`src/include/cir_pkg.sv`:
```
// Constants for the card information register bank: field layouts,
// fixed record values, reset values and block timing.
// Assumes a single 50 MHz core clock.
package cir_pkg;

    // Core clock period and block-to-block gap times.
    localparam int CLK_PERIOD_NS = 20;
    localparam int GAP_SHORT_NS  = 1000;
    localparam int GAP_LONG_NS   = 62000;
    localparam int GAP_SHORT_CYC = (GAP_SHORT_NS + CLK_PERIOD_NS - 1) / CLK_PERIOD_NS;
    localparam int GAP_LONG_CYC  = (GAP_LONG_NS + CLK_PERIOD_NS - 1) / CLK_PERIOD_NS;
    localparam int GAP_W         = 12;
    localparam int SHORT_BLOCK_BYTES = 256;

    // Relative address values.
    localparam logic [15:0] ADDR_DEFAULT  = 16'h0001;
    localparam logic [15:0] ADDR_BCAST    = 16'h0000;

    // Record lengths in bits and the CRC polynomial.
    localparam int REC_LEN    = 128;
    localparam int COND_LEN   = 32;
    localparam int CRC_W      = 7;
    localparam int BODY_LO    = 8;
    localparam logic [6:0] CRC_POLY = 7'h09;

    // Operating-conditions layout.
    localparam int COND_DONE_BIT = 31;
    localparam logic [23:0] COND_VOLT_WINDOW = 24'hff8000;

    // Fixed card-specific-data fields.
    localparam logic [1:0]  CSD_VERSION     = 2'h1;
    localparam logic [3:0]  SPEC_VERSION    = 4'h2;
    localparam logic [1:0]  RSVD2           = 2'h0;
    localparam logic [7:0]  ASYNC_ACCESS    = 8'h0e;
    localparam logic [7:0]  CLOCKED_ACCESS  = 8'h01;
    localparam logic [7:0]  XFER_RATE       = 8'h2a;
    localparam logic [11:0] CMD_CLASSES     = 12'h0ff;
    localparam logic [3:0]  READ_BLK_EXP    = 4'h9;
    localparam logic [3:0]  MISC_FLAGS      = 4'h8;
    localparam logic [11:0] DEV_SIZE        = 12'h7a7;
    localparam logic [2:0]  RD_CUR_LOW      = 3'h5;
    localparam logic [2:0]  RD_CUR_HIGH     = 3'h4;
    localparam logic [2:0]  WR_CUR_LOW      = 3'h5;
    localparam logic [2:0]  WR_CUR_HIGH     = 3'h4;
    localparam logic [2:0]  SIZE_MULT       = 3'h3;
    localparam logic [4:0]  SECTOR_SPAN     = 5'h00;
    localparam logic [4:0]  ERASE_SPAN      = 5'h0f;
    localparam logic [4:0]  PROTECT_SPAN    = 5'h01;
    localparam logic [0:0]  GRP_PROT_EN     = 1'h1;
    localparam logic [1:0]  DEFAULT_ECC     = 2'h0;
    localparam logic [2:0]  WR_SPEED        = 3'h2;
    localparam logic [3:0]  WRITE_BLK_EXP   = 4'h9;
    localparam logic [0:0]  PARTIAL_WR      = 1'h0;
    localparam logic [4:0]  RSVD5           = 5'h00;

    // User byte (record bits 15..8) positions.
    localparam int UB_FMT_GRP  = 7;
    localparam int UB_COPY     = 6;
    localparam int UB_PERM     = 5;
    localparam int UB_TEMP     = 4;
    localparam logic [7:0] UB_OTP_MASK   = 8'h60;
    localparam logic [7:0] UB_ERASE_MASK = 8'h13;

    // Records that can be read out.
    typedef enum logic [1:0] {
        REC_COND,
        REC_IDENT,
        REC_CARD
    } cir_rec_type;

    typedef enum logic {
        RD_IDLE,
        RD_SHIFT
    } cir_rd_state_type;

endpackage : cir_pkg

```
`src/hdl/cir_crc7.sv`:
```
// Combinational 7-bit CRC over a 120-bit record body, msb first.
// Assumes the caller registers the result before it leaves the block.
`timescale 1ns/1ps
`default_nettype none
module cir_crc7 (
    input  wire logic [119:0] body_i,
    output logic      [6:0]   crc_o
);
    logic [6:0] chain [0:120];

    assign chain[0] = '0;

    // One division step per body bit, from bit 119 down to bit 0.
    for (genvar g = 0; g < 120; g++) begin : g_step
        logic fb;
        assign fb = body_i[119 - g] ^ chain[g][6];
        assign chain[g + 1] = {chain[g][5:0], 1'b0} ^ (fb ? cir_pkg::CRC_POLY : 7'h00);
    end

    assign crc_o = chain[120];
endmodule : cir_crc7
`default_nettype wire

```
`src/hdl/cir_regs.sv`:
```
// Card information register bank: operating conditions, identity record,
// relative address and card-specific-data record, with serial readout.
// Assumes the command decoder on the same clock drives the request ports
// and that flash storage keeps the user byte across power cycles.
`timescale 1ns/1ps
`default_nettype none
module cir_regs #(
    // Identity contents; all defaults are arbitrary.
    parameter logic [7:0]  MAKER_CODE   = 8'h5a,
    parameter logic [15:0] OEM_APP_CODE = 16'h1234,
    parameter logic [47:0] PRODUCT_NAME = 48'h414243444546,
    parameter logic [7:0]  PRODUCT_REV  = 8'h10,
    parameter logic [31:0] SERIAL_NUM   = 32'h00000001,
    parameter logic [7:0]  MFG_DATE     = 8'h01
) (
    input  wire logic        clk_i,
    input  wire logic        rst_n_i,
    input  wire logic        spi_mode_i,
    input  wire logic        init_done_i,
    input  wire logic        addr_wr_i,
    input  wire logic [15:0] addr_data_i,
    input  wire logic [15:0] cmd_addr_i,
    output logic             addr_match_o,
    output logic             deselect_all_o,
    input  wire logic        ident_wr_i,
    output logic             ident_wr_refused_o,
    input  wire logic [7:0]  nv_user_i,
    input  wire logic        user_wr_i,
    input  wire logic [7:0]  user_data_i,
    input  wire logic        user_erase_i,
    output logic [7:0]       nv_user_o,
    input  wire logic        rd_start_i,
    input  wire cir_pkg::cir_rec_type rd_sel_i,
    input  wire logic        rd_ready_i,
    output logic             rd_valid_o,
    output logic             rd_bit_o,
    output logic             rd_last_o,
    input  wire logic        blk_done_i,
    input  wire logic [11:0] blk_len_i,
    output logic             next_blk_ok_o
);
    ////////////////////////////////////////////////////////////////////////////
    logic                      rst_meta_ff;
    logic                      rst_sync_ff;
    logic                      rst_n;
    logic [15:0]               addr_ff;
    logic                      ident_ref_ff;
    logic [7:0]                user_ff;
    logic                      user_loaded_ff;
    logic                      done_ff;
    logic [31:0]               cond_rec;
    logic [127:0]              ident_rec;
    logic [127:0]              card_rec;
    logic [6:0]                ident_crc;
    logic [6:0]                card_crc;
    cir_pkg::cir_rd_state_type rd_state_ff;
    logic [127:0]              shift_ff;
    logic [6:0]                cnt_ff;
    logic [cir_pkg::GAP_W-1:0] gap_ff;

    // Reset release is synchronised; assertion stays asynchronous.
    always_ff @(posedge clk_i or negedge rst_n_i) begin
        if (!rst_n_i) begin
            rst_meta_ff <= 1'b0;
            rst_sync_ff <= 1'b0;
        end else begin
            rst_meta_ff <= 1'b1;
            rst_sync_ff <= rst_meta_ff;
        end
    end
    assign rst_n = rst_sync_ff;

    ////////////////////////////////////////////////////////////////////////////
    // Relative address. It lives only in volatile flops, so a power cycle
    // returns it to the default and the host must assign it again.
    always_ff @(posedge clk_i or negedge rst_n) begin
        if (!rst_n) begin
            addr_ff <= cir_pkg::ADDR_DEFAULT;
        end else if (addr_wr_i && !spi_mode_i && addr_data_i != cir_pkg::ADDR_BCAST) begin
            addr_ff <= addr_data_i;
        end
    end

    // Address decode for the command decoder; the value itself has no
    // read path out of the block.
    assign addr_match_o   = !spi_mode_i && (cmd_addr_i == addr_ff);
    assign deselect_all_o = !spi_mode_i && (cmd_addr_i == cir_pkg::ADDR_BCAST);

    ////////////////////////////////////////////////////////////////////////////
    // Any write aimed at the identity record is answered with a refusal.
    always_ff @(posedge clk_i or negedge rst_n) begin
        if (!rst_n) begin
            ident_ref_ff <= 1'b0;
        end else begin
            ident_ref_ff <= ident_wr_i;
        end
    end
    assign ident_wr_refused_o = ident_ref_ff;

    ////////////////////////////////////////////////////////////////////////////
    // User byte: restored from flash after reset, then programmed or erased.
    // Copy and permanent protect are one-time bits, so a write can set them
    // but nothing clears them.
    always_ff @(posedge clk_i or negedge rst_n) begin
        if (!rst_n) begin
            user_ff        <= 8'h00;
            user_loaded_ff <= 1'b0;
        end else if (!user_loaded_ff) begin
            user_ff        <= nv_user_i;
            user_loaded_ff <= 1'b1;
        end else if (user_wr_i) begin
            user_ff <= user_data_i | (user_ff & cir_pkg::UB_OTP_MASK);
        end else if (user_erase_i) begin
            user_ff <= user_ff & ~cir_pkg::UB_ERASE_MASK;
        end
    end
    assign nv_user_o = user_ff;

    // Power-up status bit follows the internal initialisation.
    always_ff @(posedge clk_i or negedge rst_n) begin
        if (!rst_n) begin
            done_ff <= 1'b0;
        end else begin
            done_ff <= init_done_i;
        end
    end

    ////////////////////////////////////////////////////////////////////////////
    // Record assembly. Everything outside the user byte, its CRC and the power-up status bit is constant.
    assign cond_rec = {done_ff, 7'h00, cir_pkg::COND_VOLT_WINDOW};
    assign ident_rec = {MAKER_CODE, OEM_APP_CODE, PRODUCT_NAME, PRODUCT_REV,
                        SERIAL_NUM, MFG_DATE, ident_crc, 1'b1};
    assign card_rec = {cir_pkg::CSD_VERSION, cir_pkg::SPEC_VERSION,
                       cir_pkg::RSVD2,
                       cir_pkg::ASYNC_ACCESS, cir_pkg::CLOCKED_ACCESS,
                       cir_pkg::XFER_RATE, cir_pkg::CMD_CLASSES,
                       cir_pkg::READ_BLK_EXP, cir_pkg::MISC_FLAGS,
                       cir_pkg::RSVD2, cir_pkg::DEV_SIZE,
                       cir_pkg::RD_CUR_LOW, cir_pkg::RD_CUR_HIGH,
                       cir_pkg::WR_CUR_LOW, cir_pkg::WR_CUR_HIGH,
                       cir_pkg::SIZE_MULT,
                       cir_pkg::SECTOR_SPAN, cir_pkg::ERASE_SPAN,
                       cir_pkg::PROTECT_SPAN, cir_pkg::GRP_PROT_EN,
                       cir_pkg::DEFAULT_ECC, cir_pkg::WR_SPEED,
                       cir_pkg::WRITE_BLK_EXP, cir_pkg::PARTIAL_WR,
                       cir_pkg::RSVD5, user_ff, card_crc, 1'b1};

    // Both CRCs are recomputed continuously, so a user-byte change is
    // covered without any explicit update step.
    cir_crc7 u_ident_crc (
        .body_i (ident_rec[127:8]),
        .crc_o  (ident_crc)
    );
    cir_crc7 u_card_crc (
        .body_i (card_rec[127:8]),
        .crc_o  (card_crc)
    );

    ////////////////////////////////////////////////////////////////////////////
    // Serial readout, one bit per accepted handshake, msb first. The record
    // is snapshotted at start so a user write mid-transfer cannot tear it.
    always_ff @(posedge clk_i or negedge rst_n) begin
        if (!rst_n) begin
            rd_state_ff <= cir_pkg::RD_IDLE;
            shift_ff    <= '0;
            cnt_ff      <= 7'h00;
        end else begin
            unique case (rd_state_ff)
                cir_pkg::RD_IDLE: begin
                    if (rd_start_i) begin
                        rd_state_ff <= cir_pkg::RD_SHIFT;
                        unique case (rd_sel_i)
                            cir_pkg::REC_COND: begin
                                shift_ff <= {cond_rec, 96'h0};
                                cnt_ff   <= 7'(cir_pkg::COND_LEN - 1);
                            end
                            cir_pkg::REC_IDENT: begin
                                shift_ff <= ident_rec;
                                cnt_ff   <= 7'(cir_pkg::REC_LEN - 1);
                            end
                            default: begin
                                shift_ff <= card_rec;
                                cnt_ff   <= 7'(cir_pkg::REC_LEN - 1);
                            end
                        endcase
                    end
                end
                cir_pkg::RD_SHIFT: begin
                    if (rd_ready_i) begin
                        shift_ff <= {shift_ff[126:0], 1'b0};
                        cnt_ff   <= cnt_ff - 7'h01;
                        if (cnt_ff == 7'h00) begin
                            rd_state_ff <= cir_pkg::RD_IDLE;
                        end
                    end
                end
            endcase
        end
    end

    assign rd_valid_o = (rd_state_ff == cir_pkg::RD_SHIFT);
    assign rd_bit_o   = shift_ff[127];
    assign rd_last_o  = rd_valid_o && (cnt_ff == 7'h00);

    ////////////////////////////////////////////////////////////////////////////
    // Block-to-block gap. Short blocks need the long settle time.
    always_ff @(posedge clk_i or negedge rst_n) begin
        if (!rst_n) begin
            gap_ff <= '0;
        end else if (blk_done_i) begin
            if (blk_len_i < 12'(cir_pkg::SHORT_BLOCK_BYTES)) begin
                gap_ff <= cir_pkg::GAP_W'(cir_pkg::GAP_LONG_CYC);
            end else begin
                gap_ff <= cir_pkg::GAP_W'(cir_pkg::GAP_SHORT_CYC);
            end
        end else if (gap_ff != '0) begin
            gap_ff <= gap_ff - 1'b1;
        end
    end
    assign next_blk_ok_o = (gap_ff == '0);
endmodule : cir_regs
`default_nettype wire

```
`config.mk`:
```
export PLATFORM = sky130hd
export DESIGN_NAME = cir_regs
export DESIGN_NICKNAME = d
export VERILOG_FILES = /design/src/include/cir_pkg.sv /design/src/hdl/cir_crc7.sv /design/src/hdl/cir_regs.sv
export SDC_FILE = /design/constraint.sdc
export NUM_CORES = 1
export LEC_CHECK = 0
export BUFFER_PORTS_ARGS = -buffer_cell sky130_fd_sc_hd__buf_2
export CORE_AREA = 2 2 184 132
export DETAILED_ROUTE_END_ITERATION = 12
export DIE_AREA = 0 0 186 134
export PLACE_DENSITY = 0.76
export SLEW_MARGIN = 5
export SYNTH_ARGS = -nofsm -noshare
export SYNTH_HDL_FRONTEND = slang
export SYNTH_HIERARCHICAL = 1
export SYNTH_SLANG_ARGS = --single-unit
```
`constraint.sdc`:
```
create_clock -name clk_i -period 7.31 [get_ports clk_i]
set_clock_uncertainty 0.2 [all_clocks]
set_input_delay 1.462 -clock clk_i [delete_from_list [all_inputs] [get_ports clk_i]]
set_output_delay 1.462 -clock clk_i [all_outputs]
set_load 0.05 [all_outputs]
```
* Word-level counts from Yosys, hierarchy flattened
Index checks and enable logic that the tools add are counted.
** Word-level totals
- Register bits :: 177
- Input bits :: 73
- Output and inout port bits :: 15
- Logic and storage cells :: 78
** Operators by class
- Add/sub/neg operators :: 2
- Order comparisons :: 1
- Eq/ne operators :: 6
- Mux-type cells :: 26
- Bitwise logic cells :: 17
- Reduce and logical (&&, ||, !) cells :: 14
** Operators by type and width (count)
- 128-bit case mux with 2 select lines :: 2
- 128-bit 2-to-1 mux :: 2
- 7-bit XOR :: 6
- 12-bit 2-to-1 mux :: 3
- 4-bit 2-to-1 mux :: 8
- 7-bit 2-to-1 mux :: 3
- 16-bit equality test :: 1
- 16-bit logical NOT :: 1
- 8-bit 2-to-1 mux :: 2
- 16-bit nonzero test :: 1
- 7-bit case mux with 2 select lines :: 1
- 12-bit logical NOT :: 1
- 12-bit by 9-bit < comparator with 1-bit output (second input constant) :: 1
- 12-bit nonzero test :: 1
- 12-bit by 1-bit subtractor with 12-bit output (second input constant) :: 1
- 8-bit by 7-bit OR with 8-bit output :: 1
- 7-bit logical NOT :: 1
- 7-bit by 1-bit subtractor with 7-bit output (second input constant) :: 1
- 7-bit by 4-bit XOR with 7-bit output :: 1
- 2-bit != test (second input constant) :: 3
- 1-bit XOR :: 6
- 1-bit logical AND :: 5
- 5-bit 2-to-1 mux :: 1
- 1-bit 2-to-1 mux :: 3
- other kinds (10) :: 10

* Longest topological paths before layout
Gate-level depths: netlist (run 1).
- Word-level depth :: 24
- Depth in mapped cells :: 13
- Mapped depth without buffers :: 12

* Modules after synthesis
Netlist (run 1), hierarchy kept.
** Modules (own cells, without submodules)
- cir_regs :: instances 1, cells an instance 723, area an instance 7531.0 um^2, sequential area each 4430.5 um^2
- cir_crc7 :: instances 2, cells an instance 223, area an instance 3047.9 um^2, sequential area each 0.0 um^2

* Worst setup path after synthesis (run 1)
No wires, ideal clock.
- Path kind :: input port to output port
- Start point :: in cmd_addr_i[9]
- End point :: out deselect_all_o
- Arrival time :: 3281 ps
- Data required time :: 5648 ps
- Setup slack :: 2367 ps
- Cell stages on the path :: 3
- Buffers on the path :: 0
- Path through :: nor4_1 > nand4_1 > nor4_1
** On the way
- Cells in the longest elaborated chain, start to end :: 2
** Ends and longest elaborated chain
- start: declaration :: line cir_regs.sv:22 : input wire logic [15:0] cmd_addr_i,
- 16-bit logical NOT :: line cir_regs.sv:87 : assign deselect_all_o = !spi_mode_i && (cmd_addr_i == cir_pkg::ADDR_BCAST);
- 1-bit logical AND :: line cir_regs.sv:87
- end: declaration :: line cir_regs.sv:24 : output logic deselect_all_o,
Every way passes these cells.

* Final worst setup path (run 1)
- Start point :: in cmd_addr_i[9]
- End point :: out addr_match_o
** On the way
- Cells in the longest elaborated chain, start to end :: 2
** Ends and longest elaborated chain
- 16-bit equality test :: line cir_regs.sv:86 : assign addr_match_o = !spi_mode_i && (cmd_addr_i == addr_ff);
- 1-bit logical AND :: line cir_regs.sv:86
- end: declaration :: line cir_regs.sv:23 : output logic addr_match_o,
Every way passes these cells.

==> impl_metrics.tcl, run 1 <==
set metrics [dict create \
    status "complete, no violations" \
    routabilityCongestion 0.825 \
    drcViolationCount 0 \
    htreeDepth 4 \
    path_clk_slew_ns 0.08 \
    setup_tns_ns 0 \
    seq_area_frac_synth_pct 32.5 \
    io_pins 88 \
    drv_cap 0 \
    cp_max_fo 2 \
    synth_area_leaders "dfrtp_1 32%, xnor3_1 18%, xnor2_1 13%" \
    crit_type "input port to primary output" \
    netlist_area_mm2 0.0136 \
    dieArea_mm2 0.0249 \
    synth_xor_xnor_area_share_pct 45.9 \
    synth_compound_area_share_pct 10.5 \
    endpoint_kind "primary output" \
    synth_mux_area_share_pct 1.69 \
    synth_flop_cell "dfrtp_1" \
    cts-root-buf "clkbuf_16" \
    die_x_um 186 \
    ys_seq_elements 177 \
    max_freq_mhz 232 \
    groute.usage.overall_pct 20.7 \
    area_growth_pct 17.7 \
    grt_pass1_wl_um 41400 \
    placed_cell_area_mm2 0.0154 \
    syn_inst 1169 \
    yosys.area_share.simple_pct 6.61 \
    cp.arrival_ns 2.65 \
    grt_max_degree 107 \
    grt_pass1_vias 8809 \
    slew_headroom_pct 21.9 \
    vias_per_cell 4.72 \
    synthArstFlopShare_pct 100 \
    grt_overflow 0 \
    final.period_utilization_pct 59.0 \
    hp-class "register to async pin" \
    wl_um 23600 \
    synth_fa_ha_area_share_pct 0.367 \
    dpl.hpwl_um 17200 \
    reg2reg_slack_ns 4.27 \
    post_cts_buffers 0 \
    wl_per_cell_um 12.6 \
    synth_cell_types 58 \
    synth_edf_count 0 \
    final_nets 1621 \
    yosys_warnings 6 \
    reg2reg_depth 6 \
    maxSlewViolCount 0 \
    clock-sinks 177 \
    worst_pin_slew_ns 1.17 \
    antenna_cells 0 \
    core_area_mm2 0.0232 \
    setup_viol 0 \
    synth_top_cell_by_area "dfrtp_1" \
    numCtsBuffers 17 \
    fp.dieH_um 134 \
    cp.required_ns 5.65 \
    netlist.area_leader.share_pct 32.3 \
    row_count 47 \
    cts_hold_buffers 0 \
    synth_top_family_by_area "XOR/XNOR gates" \
    clkLatencyLatePin_ns 0.44 \
    min_period_ns 4.31 \
    antenna_left 0 \
    drt_iter0_drc 515 \
    cts_tree "yes" \
    startpoint_type "input port" \
    post_cts_resized 0 \
    clock_path_buffers 2 \
    rsz0062_at_grt "no" \
    final_hold_viol_count 0 \
    reg2reg_to "cnt_ff[6]" \
    first_pass_iters 4 \
    initial_core_util_pct 58.7 \
    avgSynthCellArea_um2 11.7 \
    io_buffers 79 \
    num_vias 8851 \
    antenna_found_initial 0 \
    r2r-start "rd_valid_o" \
    postLayoutCellArea_mm2 0.0160 \
    layout-drive-gt1-share_pct 9.70 \
]
==> worst max-delay path by stage <==
stage | startpoint | endpoint | slack [ns] | cells past startpoint
global route | cmd_addr_i[9] | deselect_all_o | 2.97 | 5
CTS | cmd_addr_i[9] | addr_match_o | 3.05 | 6
floorplan | rst_n | addr_ff[10] | 1.81 | 0
detailed placement | cmd_addr_i[9] | addr_match_o | 3.05 | 6
finish | cmd_addr_i[9] | addr_match_o | 3.00 | 6
global placement | cmd_addr_i[0] | addr_match_o | 3.01 | 6
==> per-stage QoR <==
stage | util (%) | hold slack, ns | setup WS [ns] | cells
final | 69.0 | 0.131 | 3.00 | 1875
after global routing | 69.0 | 0.159 | 2.97 | 1875
after CTS | 69.0 | 0.152 | 3.05 | 1875
after detailed placement | 66.5 | 0.139 | 3.05 | 1843
after global placement | 66.5 | 0.135 | 3.01 | 1843
after floorplan | - | 0.131 | 1.81 | 1499
==> flip-flops by register name, indices dropped and copies added (netlist names) <==
register,cells
addr_ff,16
cnt_ff,7
done_ff,1
gap_ff,12
ident_wr_refused_o,1
nv_user_o,8
rd_valid_o,1
rst_meta_ff,1
rst_n,1
shift_ff,128
user_loaded_ff,1
==> critical path, cell delays in order <==
cell	delay, ns
buf_2	0.11
xor2_1	0.17
nor4_1	0.33
nand4_1	0.12
nor3_1	0.15
buf_2	0.29
==> synthesized netlist by cell type (all sizes together) (29+ instances only) <==
library cell,count
xnor2,213
dfrtp,176
xnor3,114
a21oi,107
nor2,99
xor2,98
o21ai,52
nand2,48
a22o,46
xor3,38
buf,30
clkbuf,29
==> routing by layer <==
layer / share of wire [%] / vias to the layer above / GRT usage, %
met4: 1.2 / 0 / 4.77
li1: - / 4463 / -
met3: 2.9 / 21 / 2.66
met1: 49 / 4240 / 30.2
met5: 0 / - / 0
met2: 46 / 127 / 33.3
==> cell families (layout without fill, tap and decap cells) <==
family                     count (synthesis)  in the layout
xor gates and xnor gates                 463            463
AOI/OAI and AO/OA                        233            233
and+or+nand+nor                          199            199
DFF                                      177            177
buffers and inverters                     70            128
muxes                                     21             21
adders and majority gates                  4              4
other                                      2            332
==> area by class of cell <==
class	instances	area, um2
repair buffers	85	440
fillers	1750	7190
multi-input cells	1252	10100
clock inverters	14	161
well taps	318	398
flip-flops and latches	177	4440
inverters	11	41.3
clock buffers	18	429
==> placed cells by master (no fill, tap or decap), drive strengths merged, types with 8 or more instances in the layout <==
master | netlist | routed
a221oi | 8 | 8
o21ai | 52 | 52
dfrtp | 176 | 176
xnor3 | 114 | 114
conb | 2 | 332
nand2 | 48 | 48
mux2 | 16 | 16
inv | 11 | 19
nor3 | 9 | 9
buf | 30 | 85
a22o | 46 | 46
xnor2 | 213 | 213
xor3 | 38 | 38
a21oi | 107 | 107
nor4 | 16 | 16
nor2 | 99 | 99
xor2 | 98 | 98
clkbuf | 29 | 18
Power of run 1 is left out: the tool's default activity adds up to more than one toggle a clock period on the data nets, which glitch-free logic cannot reach.
==> inputs of run 2 (changes only) <==
--- a/config.mk
+++ b/config.mk
@@ -6,10 +6,10 @@
 export NUM_CORES = 1
 export LEC_CHECK = 0
 export BUFFER_PORTS_ARGS = -buffer_cell sky130_fd_sc_hd__buf_2
-export CORE_AREA = 2 2 184 132
+export CORE_AREA = 2 2 190 136
 export DETAILED_ROUTE_END_ITERATION = 12
-export DIE_AREA = 0 0 186 134
-export PLACE_DENSITY = 0.76
+export DIE_AREA = 0 0 192 138
+export PLACE_DENSITY = 0.75
 export SLEW_MARGIN = 5
 export SYNTH_ARGS = -nofsm -noshare
 export SYNTH_HDL_FRONTEND = slang
==> constraint.sdc (replaced) <==
create_clock -name clk_i -period 3.8 [get_ports clk_i]
set_clock_uncertainty 0.2 [all_clocks]
set_input_delay 0.76 -clock clk_i [delete_from_list [all_inputs] [get_ports clk_i]]
set_output_delay 0.76 -clock clk_i [all_outputs]
set_load 0.05 [all_outputs]
==> run 2 against run 1 <==
- worst setup slack got worse by 2.4 ns
- wire length up 1.8%
- register-to-register slack worse by 3.0 ns
- final cell count rose by 0.96%
- sequential cell count stayed put
- critical path type is now register to primary output
- critical endpoint is now next_blk_ok_o
- highest routed layer unchanged
==> impl_metrics.tcl, run 2 (synthesized netlist as in run 1, its figures left out) <==
set metrics [dict create \
    status "complete, no violations" \
    critPathMaxStageDelay_ns 0.42 \
    cts-root-buf "clkbuf_16" \
    num_vias 8978 \
    antenna_left 0 \
    cp.arrival_ns 2.26 \
    final_common_cell "conb_1" \
    dpl.hpwl_um 17500 \
    layout-drive-gt1-share_pct 9.99 \
    die_x_um 192 \
    grt_pass1_wl_um 41400 \
    hp-class "register to register" \
    reg_top3 "shift_ff (128), addr_ff (16), gap_ff (12)" \
    cp.required_ns 2.84 \
    htreeDepth 4 \
    vias_per_cell 4.74 \
    initial_core_util_pct 54.5 \
    wl_um 24100 \
    clock-sinks 177 \
    n_fill_cell 2009 \
    path_clk_slew_ns 0.08 \
    post_cts_resized 0 \
    startpoint_type "register" \
    antenna_cells 0 \
    setup_tns_ns 0 \
    fp.dieH_um 138 \
    io_buffers 79 \
    routabilityCongestion 0.850 \
    placed_cell_area_mm2 0.0155 \
    path_buf_inv 3 \
    numCtsBuffers 17 \
    top_register "shift_ff" \
    rsz0062_at_grt "no" \
    crit_type "register to primary output" \
    worst_pin_slew_ns 0.949 \
    final.period_utilization_pct 84.6 \
    core_area_mm2 0.0250 \
    first_pass_iters 5 \
    cts_hold_buffers 1 \
    final_hold_viol_count 0 \
    cts_tree "yes" \
    io_pins 88 \
    drcViolationCount 0 \
    max_freq_mhz 311 \
    grt_overflow 0 \
    reg2reg_slack_ns 1.27 \
    slew_headroom_pct 36.7 \
    largest_register_ffs 128 \
    postLayoutCellArea_mm2 0.0162 \
    wl_per_cell_um 12.7 \
    path_delay_family "simple AND/OR/NAND/NOR gates" \
    clock_path_buffers 2 \
    groute.usage.overall_pct 19.1 \
    fin_util_pct 64.6 \
    grt_pass1_vias 8799 \
    mostFrequentLayoutCells "332 x conb_1, 207 x xnor2_1, 174 x dfrtp_1" \
    grt_max_degree 78 \
    drt_iter0_drc 431 \
    final_nets 1626 \
    endpoint_kind "primary output" \
    maxSlewViolCount 0 \
    drv_cap 0 \
    setup_viol 0 \
    antenna_found_initial 0 \
    min_period_ns 3.22 \
    row_count 49 \
    crit_chain "inv_1 -> ha_1 -> nor4b_1 -> nand3_1 -> inv_2 -> buf_2" \
    dieArea_mm2 0.0265 \
    fin_cells 1893 \
    dp_cells 1860 \
    post_cts_buffers 0 \
    area_growth_pct 18.6 \
    cp_max_fo 5 \
    clkLatencyLatePin_ns 0.43 \
    slowest_stage "dfrtp_1" \
]
==> run 2: cell count changes in the layout (fill, tap and decap cells not counted), sizes merged <==
cell,change
dlygate4sd3,+1
inv,-1
bufinv,+2
buf,+4
clkbuf,-1
==> run 2: worst paths after layout <==
path	startpoint	end	depth (start not counted)
min in group asynchronous	rst_n	addr_ff[9]	0
worst min register to register	rst_meta_ff	rst_n	0
worst min-delay path	rst_meta_ff	rst_n	0
worst max register to register	rd_valid_o	cnt_ff[6]	4
max in group asynchronous	rst_n	addr_ff[0]	1
worst max-delay path	gap_ff[0]	next_blk_ok_o	6
==> run 2: metrics by stage <==
stage          worst slack [ns]  hold WS (ns)
5_1_grt                   0.435         0.168
3_5_place_dp              0.870         0.137
6_report                  0.584         0.152
4_1_cts                   0.593         0.155
2_1_floorplan             0.261         0.131
3_3_place_gp              0.864         0.138
==> run 2: cell type report <==
cell class                      count  area [um2]  share of cell area, %
Clock buffer                       17         425                   2.63
Clock inverter                     15         214                   1.32
Inverter                           11        41.3                  0.255
Multi-Input combinational cell   1252       10100                   62.7
Sequential cell                   177        4440                   27.4
Tap cell                          331         414                   2.56
Timing Repair Buffer               90         505                   3.13
==> run 2: layer usage <==
| layer | up-vias | track usage (%) | share of wire (%) |
|---|---|---|---|
| met5 | - | 0 | 0 |
| met4 | 0 | 4.30 | 0.94 |
| met3 | 16 | 2.39 | 3.5 |
| met2 | 149 | 30.1 | 47 |
| met1 | 4342 | 28.6 | 49 |
| li1 | 4471 | - | - |
Power of run 2 is left out for the same reason.
